`src/verilog/sfp_pkg.sv`:
```
// Shared constants and types for the serial flash pin interface.
package sfp_pkg;

  // ********************************************************************
  // Register byte offsets on the APB slave.
  // ********************************************************************
  localparam logic [7:0] ADDR_CTRL = 8'h00;
  localparam logic [7:0] ADDR_STAT = 8'h04;
  localparam logic [7:0] ADDR_RX   = 8'h08;
  localparam logic [7:0] ADDR_TX   = 8'h0C;

  // ********************************************************************
  // Control register fields and reset value.
  // ********************************************************************
  localparam int          CTRL_DRIVE    = 0;
  localparam int          CTRL_WIDTH_LO = 1;
  localparam int          CTRL_QE       = 3;
  localparam int          CTRL_LOCK_UP  = 4;
  localparam int          CTRL_LOCK_LO  = 5;
  localparam int          CTRL_PROT_LO  = 6;
  localparam int          PROT_BITS     = 6;
  localparam logic [31:0] CTRL_RESET    = 32'h00000000;

  // ********************************************************************
  // Status register fields.
  // ********************************************************************
  localparam int STAT_ARMED    = 0;
  localparam int STAT_ACTIVE   = 1;
  localparam int STAT_PAUSED   = 2;
  localparam int STAT_STANDBY  = 3;
  localparam int STAT_BLOCKED  = 4;
  localparam int STAT_GUARD    = 5;
  localparam int STAT_RX_VALID = 6;
  localparam int STAT_OVERRUN  = 7;
  localparam int STAT_REFUSED  = 8;

  // ********************************************************************
  // Line width codes, byte framing and the transmit FIFO shape.
  // ********************************************************************
  localparam logic [1:0] WIDTH_SINGLE = 2'h0;
  localparam logic [1:0] WIDTH_DUAL   = 2'h1;
  localparam logic [1:0] WIDTH_QUAD   = 2'h2;
  localparam logic [3:0] BYTE_BITS    = 4'h8;
  localparam logic [7:0] IDLE_BYTE    = 8'hFF;
  localparam int         FIFO_WIDTH   = 8;
  localparam int         FIFO_DEPTH   = 8;

  // Link states of the serial front end.
  typedef enum logic [1:0] {LINK_IDLE, LINK_ACTIVE, LINK_PAUSED} sfp_link_type;

endpackage
```
`src/verilog/sfp_fifo.sv`:
```
// Small synchronous FIFO that buffers bytes queued for transmission.
`timescale 1ns/10ps
module sfp_fifo #(
  parameter int WIDTH = 8,
  parameter int DEPTH = 8
) (
  // Clock and reset.
  input  wire logic             pclk,
  input  wire logic             presetn,
  // Filling side.
  input  wire logic             in_valid,
  output logic                  in_ready,
  input  wire logic [WIDTH-1:0] in_data,
  // Draining side.
  output logic                  out_valid,
  input  wire logic             out_ready,
  output logic [WIDTH-1:0]      out_data
);

  localparam int AW = $clog2(DEPTH);

  typedef struct packed {
    logic [DEPTH-1:0][WIDTH-1:0] mem;
    logic [AW-1:0]               wr_ptr;
    logic [AW-1:0]               rd_ptr;
    logic [AW:0]                 count;
  } sfp_fifo_state_type;

  sfp_fifo_state_type q;
  sfp_fifo_state_type d;
  logic               push;
  logic               pop;

  // Full and empty follow the occupancy count directly.
  assign in_ready  = (q.count != (AW+1)'(DEPTH));
  assign out_valid = (q.count != '0);
  assign out_data  = q.mem[q.rd_ptr];
  assign push      = in_valid & in_ready;
  assign pop       = out_valid & out_ready;

  // Pointer and storage update; pointers wrap at the depth.
  always_comb begin
    d = q;
    if (push) begin
      d.mem[q.wr_ptr] = in_data;
      d.wr_ptr = (q.wr_ptr == AW'(DEPTH - 1)) ? '0 : q.wr_ptr + AW'(1);
    end
    if (pop) begin
      d.rd_ptr = (q.rd_ptr == AW'(DEPTH - 1)) ? '0 : q.rd_ptr + AW'(1);
    end
    d.count = q.count + (AW+1)'(push) - (AW+1)'(pop);
  end

  // State register.
  always_ff @(posedge pclk or negedge presetn) begin
    if (!presetn) begin
      q <= '0;
    end else begin
      q <= d;
    end
  end

endmodule

```
`src/verilog/sfp_pin_if.sv`:
```
// Serial flash pin interface front end with an APB register port.
//
// The placing of the registers and the APB interface to the registers were left to the implementer.
`timescale 1ns/10ps

// Overview of operation
// - Deselected: ignore all inputs and float every output.
// - Select low means active; deselected and idle core means standby.
// - No instruction accepted until a select falling edge follows power-up.
// - Instruction, address and data bits sampled on serial clock rising edges.
// - Output lines change only after a serial clock falling edge.
// - Dual and quad: lines zero and one receive on rise, drive on fall.
// - Quad mode turns guard and pause pins into data lines two and three.
// - Guard low, upper lock 0, lower lock 1: status writes are rejected.
// - Same lock keeps the protected array region from program and erase.
// - With quad enable set the guard pin has no protection effect.
// - Pause stops serial traffic; internal write operations carry on.
// - Pause needs select low; starts on pause low once clock is low.
// - Pause ends on pause high once the clock is low.
// - While paused the output floats; data in and clock are ignored.
// - Deselecting while paused resets the serial state.
// - Quad width honoured only when the quad enable bit is set.
// - Works with clock idle low or high, modes zero and three.
module sfp_pin_if (
  // Clock and reset.
  input  wire logic        pclk,
  input  wire logic        presetn,
  // APB slave.
  input  wire logic [7:0]  paddr,
  input  wire logic        psel,
  input  wire logic        penable,
  input  wire logic        pwrite,
  input  wire logic [31:0] pwdata,
  output logic [31:0]      prdata,
  output logic             pready,
  output logic             pslverr,
  // Serial pins; each data line has input, output and output enable.
  input  wire logic        cs_n,
  input  wire logic        sclk,
  input  wire logic [3:0]  io_in,
  output logic [3:0]       io_out,
  output logic [3:0]       io_oe,
  // Flash core side.
  input  wire logic        op_busy,
  output logic             status_write_blocked,
  output logic             array_guard,
  output logic [5:0]       protect_region,
  output logic             standby,
  output logic             active
);

  // ********************************************************************
  // State record.
  // ********************************************************************
  typedef struct packed {
    logic [5:0]           sync1;
    logic [5:0]           sync2;
    logic                 cs_prev;
    logic                 sclk_prev;
    logic                 armed;
    sfp_pkg::sfp_link_type link;
    logic [31:0]          ctrl;
    logic [7:0]           rx_sh;
    logic [3:0]           rx_cnt;
    logic [7:0]           rx_byte;
    logic                 rx_valid;
    logic                 rx_overrun;
    logic [7:0]           tx_sh;
    logic [3:0]           tx_cnt;
    logic [3:0]           io_out;
    logic [3:0]           io_oe;
    logic                 refused;
    logic                 blocked;
    logic                 guard;
    logic                 standby;
    logic [31:0]          prdata;
  } sfp_state_type;

  sfp_state_type q;
  sfp_state_type d;

  logic       cs_s;
  logic       sclk_s;
  logic [3:0] io_s;
  logic [1:0] width_req;
  logic [1:0] width_eff;
  logic       quad_mode;
  logic       qe;
  logic       hold_n;
  logic       wp_n;
  logic       hw_lock;
  logic       rise;
  logic       fall;
  logic       shifting;
  logic       drive_en;
  logic [3:0] nb;
  logic       acc;
  logic       mapped;
  logic       tx_push;
  logic       fifo_in_ready;
  logic       fifo_out_valid;
  logic       fifo_pop;
  logic [7:0] fifo_data;
  logic [7:0] tx_byte;
  logic [7:0] rx_next;
  logic [3:0] rx_sum;
  logic [31:0] rd_mux;

  // ********************************************************************
  // Width helpers shared by receive, transmit and enable logic.
  // ********************************************************************

  // Bits moved per serial clock for a line width.
  function automatic logic [3:0] bits_per_clk(input logic [1:0] w);
    case (w)
      sfp_pkg::WIDTH_DUAL: bits_per_clk = 4'h2;
      sfp_pkg::WIDTH_QUAD: bits_per_clk = 4'h4;
      default:             bits_per_clk = 4'h1;
    endcase
  endfunction

  // Shifts the sampled lines into the receive byte, most significant first.
  function automatic logic [7:0] gather(input logic [7:0] sh, input logic [3:0] io,
                                       input logic [1:0] w);
    case (w)
      sfp_pkg::WIDTH_DUAL: gather = {sh[5:0], io[1:0]};
      sfp_pkg::WIDTH_QUAD: gather = {sh[3:0], io[3:0]};
      default:             gather = {sh[6:0], io[0]};
    endcase
  endfunction

  // Places the leading bits of a byte onto the data lines.
  function automatic logic [3:0] place(input logic [7:0] b, input logic [1:0] w);
    case (w)
      sfp_pkg::WIDTH_DUAL: place = {2'h0, b[7:6]};
      sfp_pkg::WIDTH_QUAD: place = b[7:4];
      default:             place = {2'h0, b[7], 1'h0};
    endcase
  endfunction

  // Lines that the device drives for a line width.
  function automatic logic [3:0] oe_mask(input logic [1:0] w);
    case (w)
      sfp_pkg::WIDTH_DUAL: oe_mask = 4'h3;
      sfp_pkg::WIDTH_QUAD: oe_mask = 4'hF;
      default:             oe_mask = 4'h2;
    endcase
  endfunction

  // ********************************************************************
  // Synchronised pins and derived control levels.
  // ********************************************************************

  // Only the second synchroniser stage feeds logic.
  assign cs_s      = q.sync2[5];
  assign sclk_s    = q.sync2[4];
  assign io_s      = q.sync2[3:0];
  assign qe        = q.ctrl[sfp_pkg::CTRL_QE];
  assign drive_en  = q.ctrl[sfp_pkg::CTRL_DRIVE];
  assign width_req = q.ctrl[sfp_pkg::CTRL_WIDTH_LO +: 2];
  // A quad request without quad enable falls back to single width.
  assign width_eff = ((width_req == sfp_pkg::WIDTH_QUAD) && !qe) ? sfp_pkg::WIDTH_SINGLE :
                     (width_req == 2'h3) ? sfp_pkg::WIDTH_SINGLE : width_req;
  assign quad_mode = (width_eff == sfp_pkg::WIDTH_QUAD);
  // In quad mode lines two and three carry data, not pause or guard.
  assign hold_n    = quad_mode ? 1'h1 : io_s[3];
  assign wp_n      = (quad_mode || qe) ? 1'h1 : io_s[2];
  // Hardware lock: guard low, upper lock clear, lower lock set.
  assign hw_lock   = !wp_n && !q.ctrl[sfp_pkg::CTRL_LOCK_UP]
                     && q.ctrl[sfp_pkg::CTRL_LOCK_LO];
  // Edges are found on the sampled clock, so either idle level works.
  assign rise      = sclk_s && !q.sclk_prev;
  assign fall      = !sclk_s && q.sclk_prev;
  assign nb        = bits_per_clk(width_eff);

  // ********************************************************************
  // APB decode and read multiplexer.
  // ********************************************************************
  assign acc     = psel && penable;
  assign mapped  = (paddr == sfp_pkg::ADDR_CTRL) || (paddr == sfp_pkg::ADDR_STAT)
                   || (paddr == sfp_pkg::ADDR_RX) || (paddr == sfp_pkg::ADDR_TX);
  assign tx_push = acc && pwrite && (paddr == sfp_pkg::ADDR_TX);
  // A write to a full transmit FIFO waits in the access phase.
  assign pready  = !(tx_push && !fifo_in_ready);
  assign pslverr = acc && !mapped;
  assign prdata  = q.prdata;

  // Read value captured in the setup phase.
  always_comb begin
    rd_mux = 32'h00000000;
    case (paddr)
      sfp_pkg::ADDR_CTRL: rd_mux = q.ctrl;
      sfp_pkg::ADDR_STAT: begin
        rd_mux[sfp_pkg::STAT_ARMED]    = q.armed;
        rd_mux[sfp_pkg::STAT_ACTIVE]   = (q.link != sfp_pkg::LINK_IDLE);
        rd_mux[sfp_pkg::STAT_PAUSED]   = (q.link == sfp_pkg::LINK_PAUSED);
        rd_mux[sfp_pkg::STAT_STANDBY]  = q.standby;
        rd_mux[sfp_pkg::STAT_BLOCKED]  = q.blocked;
        rd_mux[sfp_pkg::STAT_GUARD]    = q.guard;
        rd_mux[sfp_pkg::STAT_RX_VALID] = q.rx_valid;
        rd_mux[sfp_pkg::STAT_OVERRUN]  = q.rx_overrun;
        rd_mux[sfp_pkg::STAT_REFUSED]  = q.refused;
      end
      sfp_pkg::ADDR_RX:   rd_mux = {24'h000000, q.rx_byte};
      default:            rd_mux = 32'h00000000;
    endcase
  end

  // ********************************************************************
  // Next-state logic.
  // ********************************************************************
  // Shifting runs while active and neither deselect nor pause entry is pending.
  // It is built from the present state, so the next-state process never feeds itself.
  assign shifting = (q.link == sfp_pkg::LINK_ACTIVE) && !cs_s && (hold_n || sclk_s);
  assign fifo_pop = shifting && fall && drive_en && (q.tx_cnt == 4'h0) && fifo_out_valid;
  assign tx_byte  = (q.tx_cnt != 4'h0) ? q.tx_sh :
                    fifo_out_valid ? fifo_data : sfp_pkg::IDLE_BYTE;
  assign rx_next  = gather(q.rx_sh, io_s, width_eff);
  assign rx_sum   = q.rx_cnt + nb;

  always_comb begin
    d = q;
    // Two-flop synchronisers for select, clock and data lines.
    d.sync1     = {cs_n, sclk, io_in};
    d.sync2     = q.sync1;
    d.cs_prev   = cs_s;
    d.sclk_prev = sclk_s;
    // The first select falling edge arms the interface.
    if (q.cs_prev && !cs_s) begin
      d.armed = 1'h1;
    end
    // Register writes and software clears; hardware sets follow and win.
    if (psel && !penable) begin
      d.prdata = rd_mux;
    end
    if (acc && pwrite && (paddr == sfp_pkg::ADDR_CTRL)) begin
      d.ctrl = pwdata;
    end
    if (acc && pwrite && (paddr == sfp_pkg::ADDR_STAT)) begin
      if (pwdata[sfp_pkg::STAT_OVERRUN]) begin
        d.rx_overrun = 1'h0;
      end
      if (pwdata[sfp_pkg::STAT_REFUSED]) begin
        d.refused = 1'h0;
      end
    end
    if (acc && !pwrite && (paddr == sfp_pkg::ADDR_RX)) begin
      d.rx_valid = 1'h0;
    end
    // Link state: select, pause entry and pause exit on a low clock.
    case (q.link)
      sfp_pkg::LINK_IDLE: begin
        if (!cs_s && q.armed) begin
          d.link = sfp_pkg::LINK_ACTIVE;
        end
      end
      sfp_pkg::LINK_ACTIVE: begin
        if (cs_s) begin
          d.link = sfp_pkg::LINK_IDLE;
        end else if (!hold_n && !sclk_s) begin
          d.link = sfp_pkg::LINK_PAUSED;
        end
      end
      sfp_pkg::LINK_PAUSED: begin
        if (cs_s) begin
          d.link = sfp_pkg::LINK_IDLE;
        end else if (hold_n && !sclk_s) begin
          d.link = sfp_pkg::LINK_ACTIVE;
        end
      end
      default: d.link = sfp_pkg::LINK_IDLE;
    endcase
    // Receive: sample lines on rising clock edges.
    if (shifting && rise) begin
      d.rx_sh = rx_next;
      if (rx_sum >= sfp_pkg::BYTE_BITS) begin
        d.rx_cnt     = 4'h0;
        d.rx_byte    = rx_next;
        d.rx_valid   = 1'h1;
        d.rx_overrun = d.rx_overrun | q.rx_valid;
      end else begin
        d.rx_cnt = rx_sum;
      end
    end
    // Transmit: new line values only after falling clock edges.
    if (shifting && fall && drive_en) begin
      d.io_out = place(tx_byte, width_eff);
      d.tx_sh  = tx_byte << nb;
      d.tx_cnt = ((q.tx_cnt == 4'h0) ? sfp_pkg::BYTE_BITS : q.tx_cnt) - nb;
    end
    if (q.link == sfp_pkg::LINK_ACTIVE && width_req == sfp_pkg::WIDTH_QUAD && !qe) begin
      d.refused = 1'h1;
    end
    // Deselect clears the bit position; a pause leaves it untouched.
    if (d.link == sfp_pkg::LINK_IDLE) begin
      d.rx_cnt = 4'h0;
      d.rx_sh  = 8'h00;
      d.tx_cnt = 4'h0;
      d.tx_sh  = 8'h00;
    end
    // Lines are driven only while actively selected and not paused.
    d.io_oe = (d.link == sfp_pkg::LINK_ACTIVE && drive_en) ?
              oe_mask(width_eff) : 4'h0;
    // Protection and power levels for the flash core.
    d.blocked = hw_lock;
    d.guard   = hw_lock;
    // Internal operations are not stopped by pause; standby needs select high and busy low.
    d.standby = cs_s && !op_busy;
  end

  // State register.
  always_ff @(posedge pclk or negedge presetn) begin
    if (!presetn) begin
      q      <= '0;
      q.ctrl <= sfp_pkg::CTRL_RESET;
    end else begin
      q <= d;
    end
  end

  // ********************************************************************
  // Transmit FIFO fed by APB writes, drained by the shifter.
  // ********************************************************************
  sfp_fifo #(
    .WIDTH (sfp_pkg::FIFO_WIDTH),
    .DEPTH (sfp_pkg::FIFO_DEPTH)
  ) u_tx_fifo (
    .pclk      (pclk),
    .presetn   (presetn),
    .in_valid  (tx_push),
    .in_ready  (fifo_in_ready),
    .in_data   (pwdata[7:0]),
    .out_valid (fifo_out_valid),
    .out_ready (fifo_pop),
    .out_data  (fifo_data)
  );

  // Core-facing outputs come straight from state flops.
  assign io_out               = q.io_out;
  assign io_oe                = q.io_oe;
  assign status_write_blocked = q.blocked;
  assign array_guard          = q.guard;
  assign protect_region       = q.ctrl[sfp_pkg::CTRL_PROT_LO +: sfp_pkg::PROT_BITS];
  assign standby              = q.standby;
  assign active               = (q.link != sfp_pkg::LINK_IDLE);
endmodule

```
`config.mk`:
```
export PLATFORM = sky130hd
export DESIGN_NAME = sfp_pin_if
export DESIGN_NICKNAME = d
export VERILOG_FILES = /design/src/verilog/sfp_pkg.sv /design/src/verilog/sfp_fifo.sv /design/src/verilog/sfp_pin_if.sv
export SDC_FILE = /design/constraint.sdc
export NUM_CORES = 1
export LEC_CHECK = 0
export ABC_CLOCK_PERIOD_IN_PS = 5650
export BUFFER_PORTS_ARGS = -buffer_cell sky130_fd_sc_hd__clkbuf_2
export CAP_MARGIN = 20
export CORE_MARGIN = 2
export CORE_UTILIZATION = 63
export DETAILED_ROUTE_END_ITERATION = 12
export PLACE_DENSITY = 0.95
export SLEW_MARGIN = 0
export SYNTH_ARGS = -nofsm -noshare
export SYNTH_HDL_FRONTEND = slang
export SYNTH_SLANG_ARGS = --single-unit
export TNS_END_PERCENT = 50
```
`constraint.sdc`:
```
create_clock -name pclk -period 5.65 [get_ports pclk]
set_clock_uncertainty 0.05 [all_clocks]
set_input_delay 1.13 -clock pclk [delete_from_list [all_inputs] [get_ports pclk]]
set_output_delay 1.13 -clock pclk [all_outputs]
set_load 0.02 [all_outputs]
```
==> results.sh <==
export IMPL_outcome="finished clean"
export IMPL_fp_row_count=44
export IMPL_cp_max_fo=15
export IMPL_routed_wirelength_mm=21.0
export IMPL_holdCritPathClass="flop to flop"
export IMPL_tightest_slew_ns=1.08
export IMPL_clockRootBuffer="clkbuf_16"
export IMPL_grt_antenna_before_repair=0
export IMPL_startpoint_type="flop"
export IMPL_die_h_um=125
export IMPL_place_gp_congestion=0.847
export IMPL_htreeDepth=4
export IMPL_fin_crit_ns=3.80
export IMPL_cts_tree="yes"
export IMPL_finalCritPeriodShare_pct=67.2
export IMPL_post_route_util_pct=70.4
export IMPL_final_cells=980
export IMPL_holdPathStages=0
export IMPL_dieArea_mm2=0.0157
export IMPL_place_inst=947
export IMPL_io_buffers=103
export IMPL_drc=0
export IMPL_async_flop_share_pct=100
export IMPL_highest_layer="met4"
export IMPL_finalSetupTns_ns=0
export IMPL_grt_pass1_vias=6292
export IMPL_wl_met1_mm=8.19
export IMPL_route_met2_wl_mm=10.8
export IMPL_dp_hpwl_mm=13.8
export IMPL_area_delta_synth_final_pct=9.63
export IMPL_fp_coreArea_mm2=0.0144
export IMPL_die_width_um=125
export IMPL_hold_violations=0
export IMPL_clkTransAtPathRegs_ns=0.07
export IMPL_gr_usage_all_layers_pct=27.1
export IMPL_via_per_inst=6.40
export IMPL_synth_cell_types=61
export IMPL_report_final_slew_viol_count=0
export IMPL_clk_latency_ns=0.44
export IMPL_min_from="d[116]"
export IMPL_drive_above_1_share_pct=34.3
export IMPL_synth_ff_type="dfrtp_1"
export IMPL_dr_pass1_iters=6
export IMPL_worst_slack_ns=1.85
export IMPL_r2r_slack_ns=1.85
export IMPL_pre_cts_slack_ns=1.76
export IMPL_post_cts_buffers=0
export IMPL_grt_pass1_wl_mm=33.1
export IMPL_whs_endpoint="io_s[1]"
export IMPL_cts_buffers=17
export IMPL_clock_fmax_mhz=263
export IMPL_drtAntennaViolNets=0
export IMPL_r2r_end="u_tx_fifo.q[2]"
export IMPL_grt_overflow=0
export IMPL_clock_sinks=198
export IMPL_wl_met3_mm=1.34
export IMPL_ff2ff_path_depth=13
export IMPL_grt_max_degree=119
export IMPL_ys_seq_elements=198
export IMPL_cp_end_kind="flop"
export IMPL_power_density_mw_per_mm2=279
export IMPL_routedWlPerCell_um=21.4
export IMPL_syn_area_mm2=0.00926
export IMPL_syn_nets=815
export IMPL_critPathArrivalTime_ns=4.09
export IMPL_crit_start="q[79]"
export IMPL_max_cap_viol_count=0
export IMPL_cts_hold_buf=0
export IMPL_start_util_pct=64.2
export IMPL_syn_inst=740
export IMPL_antenna_cells=0
export IMPL_finalInstanceArea_mm2=0.0102
export IMPL_synth_edff_count=0
export IMPL_drt_initial_drc_count=739
export IMPL_num_vias=6272
export IMPL_yosys_warnings=0
export IMPL_cts_buffer_depth=2
export IMPL_r2r_start="q[79]"
export IMPL_leakagePower_nw=5.01
export IMPL_ir_worst_vdd_uv=237
export IMPL_placed_cell_area_mm2=0.00956
export IMPL_setup_violations_final=0
export IMPL_slew_headroom_pct=28.0
export IMPL_avgSynthCellArea_um2=12.5
export IMPL_final_nets=858
export IMPL_rsz0062_at_grt="no"
export IMPL_synth_seq_area_share_pct=53.5
export IMPL_cts_resized=0
export IMPL_crit_required_ns=5.94
export IMPL_io_pins=104
export IMPL_criticalPathCategory="flop to flop"
## where the power goes
part / total [mW] / leakage, nW / internal [mW] / switching (mW)
sequential: 1.45 / 2.71 / 1.44 / 0.0162
clock: 1.16 / 0.269 / 0.583 / 0.580
combinational: 0.213 / 2.03 / 0.0719 / 0.141
total: 2.83 / 5.01 / 2.09 / 0.737
## layout by cell type, fill, tap and decap left out, drive strengths merged, types with 3 or more instances in the layout
cell type | netlist | final
buf | 56 | 7
clkinvlp | 0 | 4
o2bb2ai | 3 | 3
nor3b | 6 | 6
o41ai | 4 | 4
mux4 | 16 | 16
a21oi | 15 | 15
nand4 | 3 | 3
mux2i | 19 | 19
xnor2 | 4 | 4
fa | 3 | 3
nand3 | 3 | 3
nor3 | 8 | 8
o22ai | 5 | 5
nor2b | 3 | 3
mux2 | 101 | 101
o211ai | 3 | 3
and2 | 4 | 4
clkinv | 0 | 6
a22oi | 7 | 7
a21o | 7 | 7
inv | 26 | 31
a22o | 36 | 36
or2 | 3 | 3
clkbuf | 30 | 120
dfrtp | 198 | 198
o21ai | 30 | 30
nand2b | 8 | 8
nor2 | 30 | 30
nand2 | 54 | 54
ha | 20 | 20
nor4 | 4 | 4
o31ai | 4 | 4
## kinds of logic (layout without fill, tap and decap cells)
family / Yosys count / after routing / share of synthesized area [%]
DFF: 198 / 198 / 53.5
muxes: 136 / 136 / 18.2
and+or+nand+nor: 135 / 135 / 7.80
AOI/OAI and AO/OA: 131 / 131 / 10.1
buffers and inverters: 112 / 168 / 6.57
adders and majority gates: 23 / 23 / 3.35
xor gates and xnor gates: 5 / 5 / 0.473
## per-layer routing
metal	up-vias	GRT usage, %
met5	-	0
met4	0	11.4
met3	69	6.16
met2	312	45.1
met1	3207	34.7
li1	2684	-
## synth_stat cells (3+ instances only)
master | n | area share [%]
nor2b_1 | 3 | 0.20
nand4_1 | 3 | 0.20
nor3b_4 | 4 | 0.81
mux2i_1 | 19 | 2.1
mux2_2 | 100 | 12
clkbuf_1 | 30 | 1.2
buf_1 | 5 | 0.20
a21o_1 | 7 | 0.57
o41ai_1 | 4 | 0.38
nand2_1 | 53 | 2.1
o22ai_1 | 5 | 0.34
a22oi_1 | 7 | 0.57
o211ai_1 | 3 | 0.24
a21oi_1 | 15 | 0.81
and2_1 | 4 | 0.27
nand2b_1 | 8 | 0.54
nor2_1 | 28 | 1.1
nand3_1 | 3 | 0.16
buf_4 | 47 | 3.8
o2bb2ai_1 | 3 | 0.28
mux4_2 | 16 | 3.9
nor4_1 | 3 | 0.20
inv_1 | 26 | 1.1
xnor2_1 | 4 | 0.38
buf_2 | 3 | 0.16
o21ai_0 | 30 | 1.6
a22o_1 | 36 | 3.4
dfrtp_1 | 198 | 53
fa_1 | 3 | 0.65
o31ai_1 | 4 | 0.32
ha_1 | 20 | 2.7
nor3_1 | 6 | 0.32
## sequential cells by signal, indices dropped and copies added (netlist names)
signal          cells
io_oe               3
d                   7
q                  64
array_guard         1
u_tx_fifo.q        74
drive_en            1
io_s                4
protect_region      6
standby             1
prdata             32
io_out              4
cs_s                1
## metrics by stage
step,hold WS [ns],power [mW]
CTS,0.310,2.83
finish,0.305,2.83
global placement,0.287,1.67
detailed placement,0.292,1.68
global route,0.321,2.92
floorplan,0.281,1.59
## area by class of cell
cell class	count	area [um^2]
fill	910	4270
clock inverter	15	144
multi-input combinational	430	3700
clock buffer	17	425
sequential	198	4950
timing repair buffer	110	597
inverter	26	97.6
tap	184	230
## worst max path at each step
stage,endpoint,slack [ns],cells past startpoint
after floorplan,u_tx_fifo.q[58],2.24,8
after global placement,u_tx_fifo.q[17],1.91,7
after detailed placement,u_tx_fifo.q[14],1.76,7
after CTS,u_tx_fifo.q[2],1.94,13
after global routing,u_tx_fifo.q[2],1.65,13
final,u_tx_fifo.q[2],1.85,13
## critical path, stage by stage, from the launching register on
cell and delay (ns):
dfrtp_1 0.44, nand3b_1 0.24, inv_1 0.12, ha_1 0.54
o21bai_1 0.16, nor2_1 0.57, nand2_1 0.31, inv_1 0.15
ha_1 0.24, inv_1 0.06, ha_1 0.15, inv_1 0.06
fa_1 0.38, xnor2_1 0.24
Note: power is estimated with default switching activity, not from simulation.
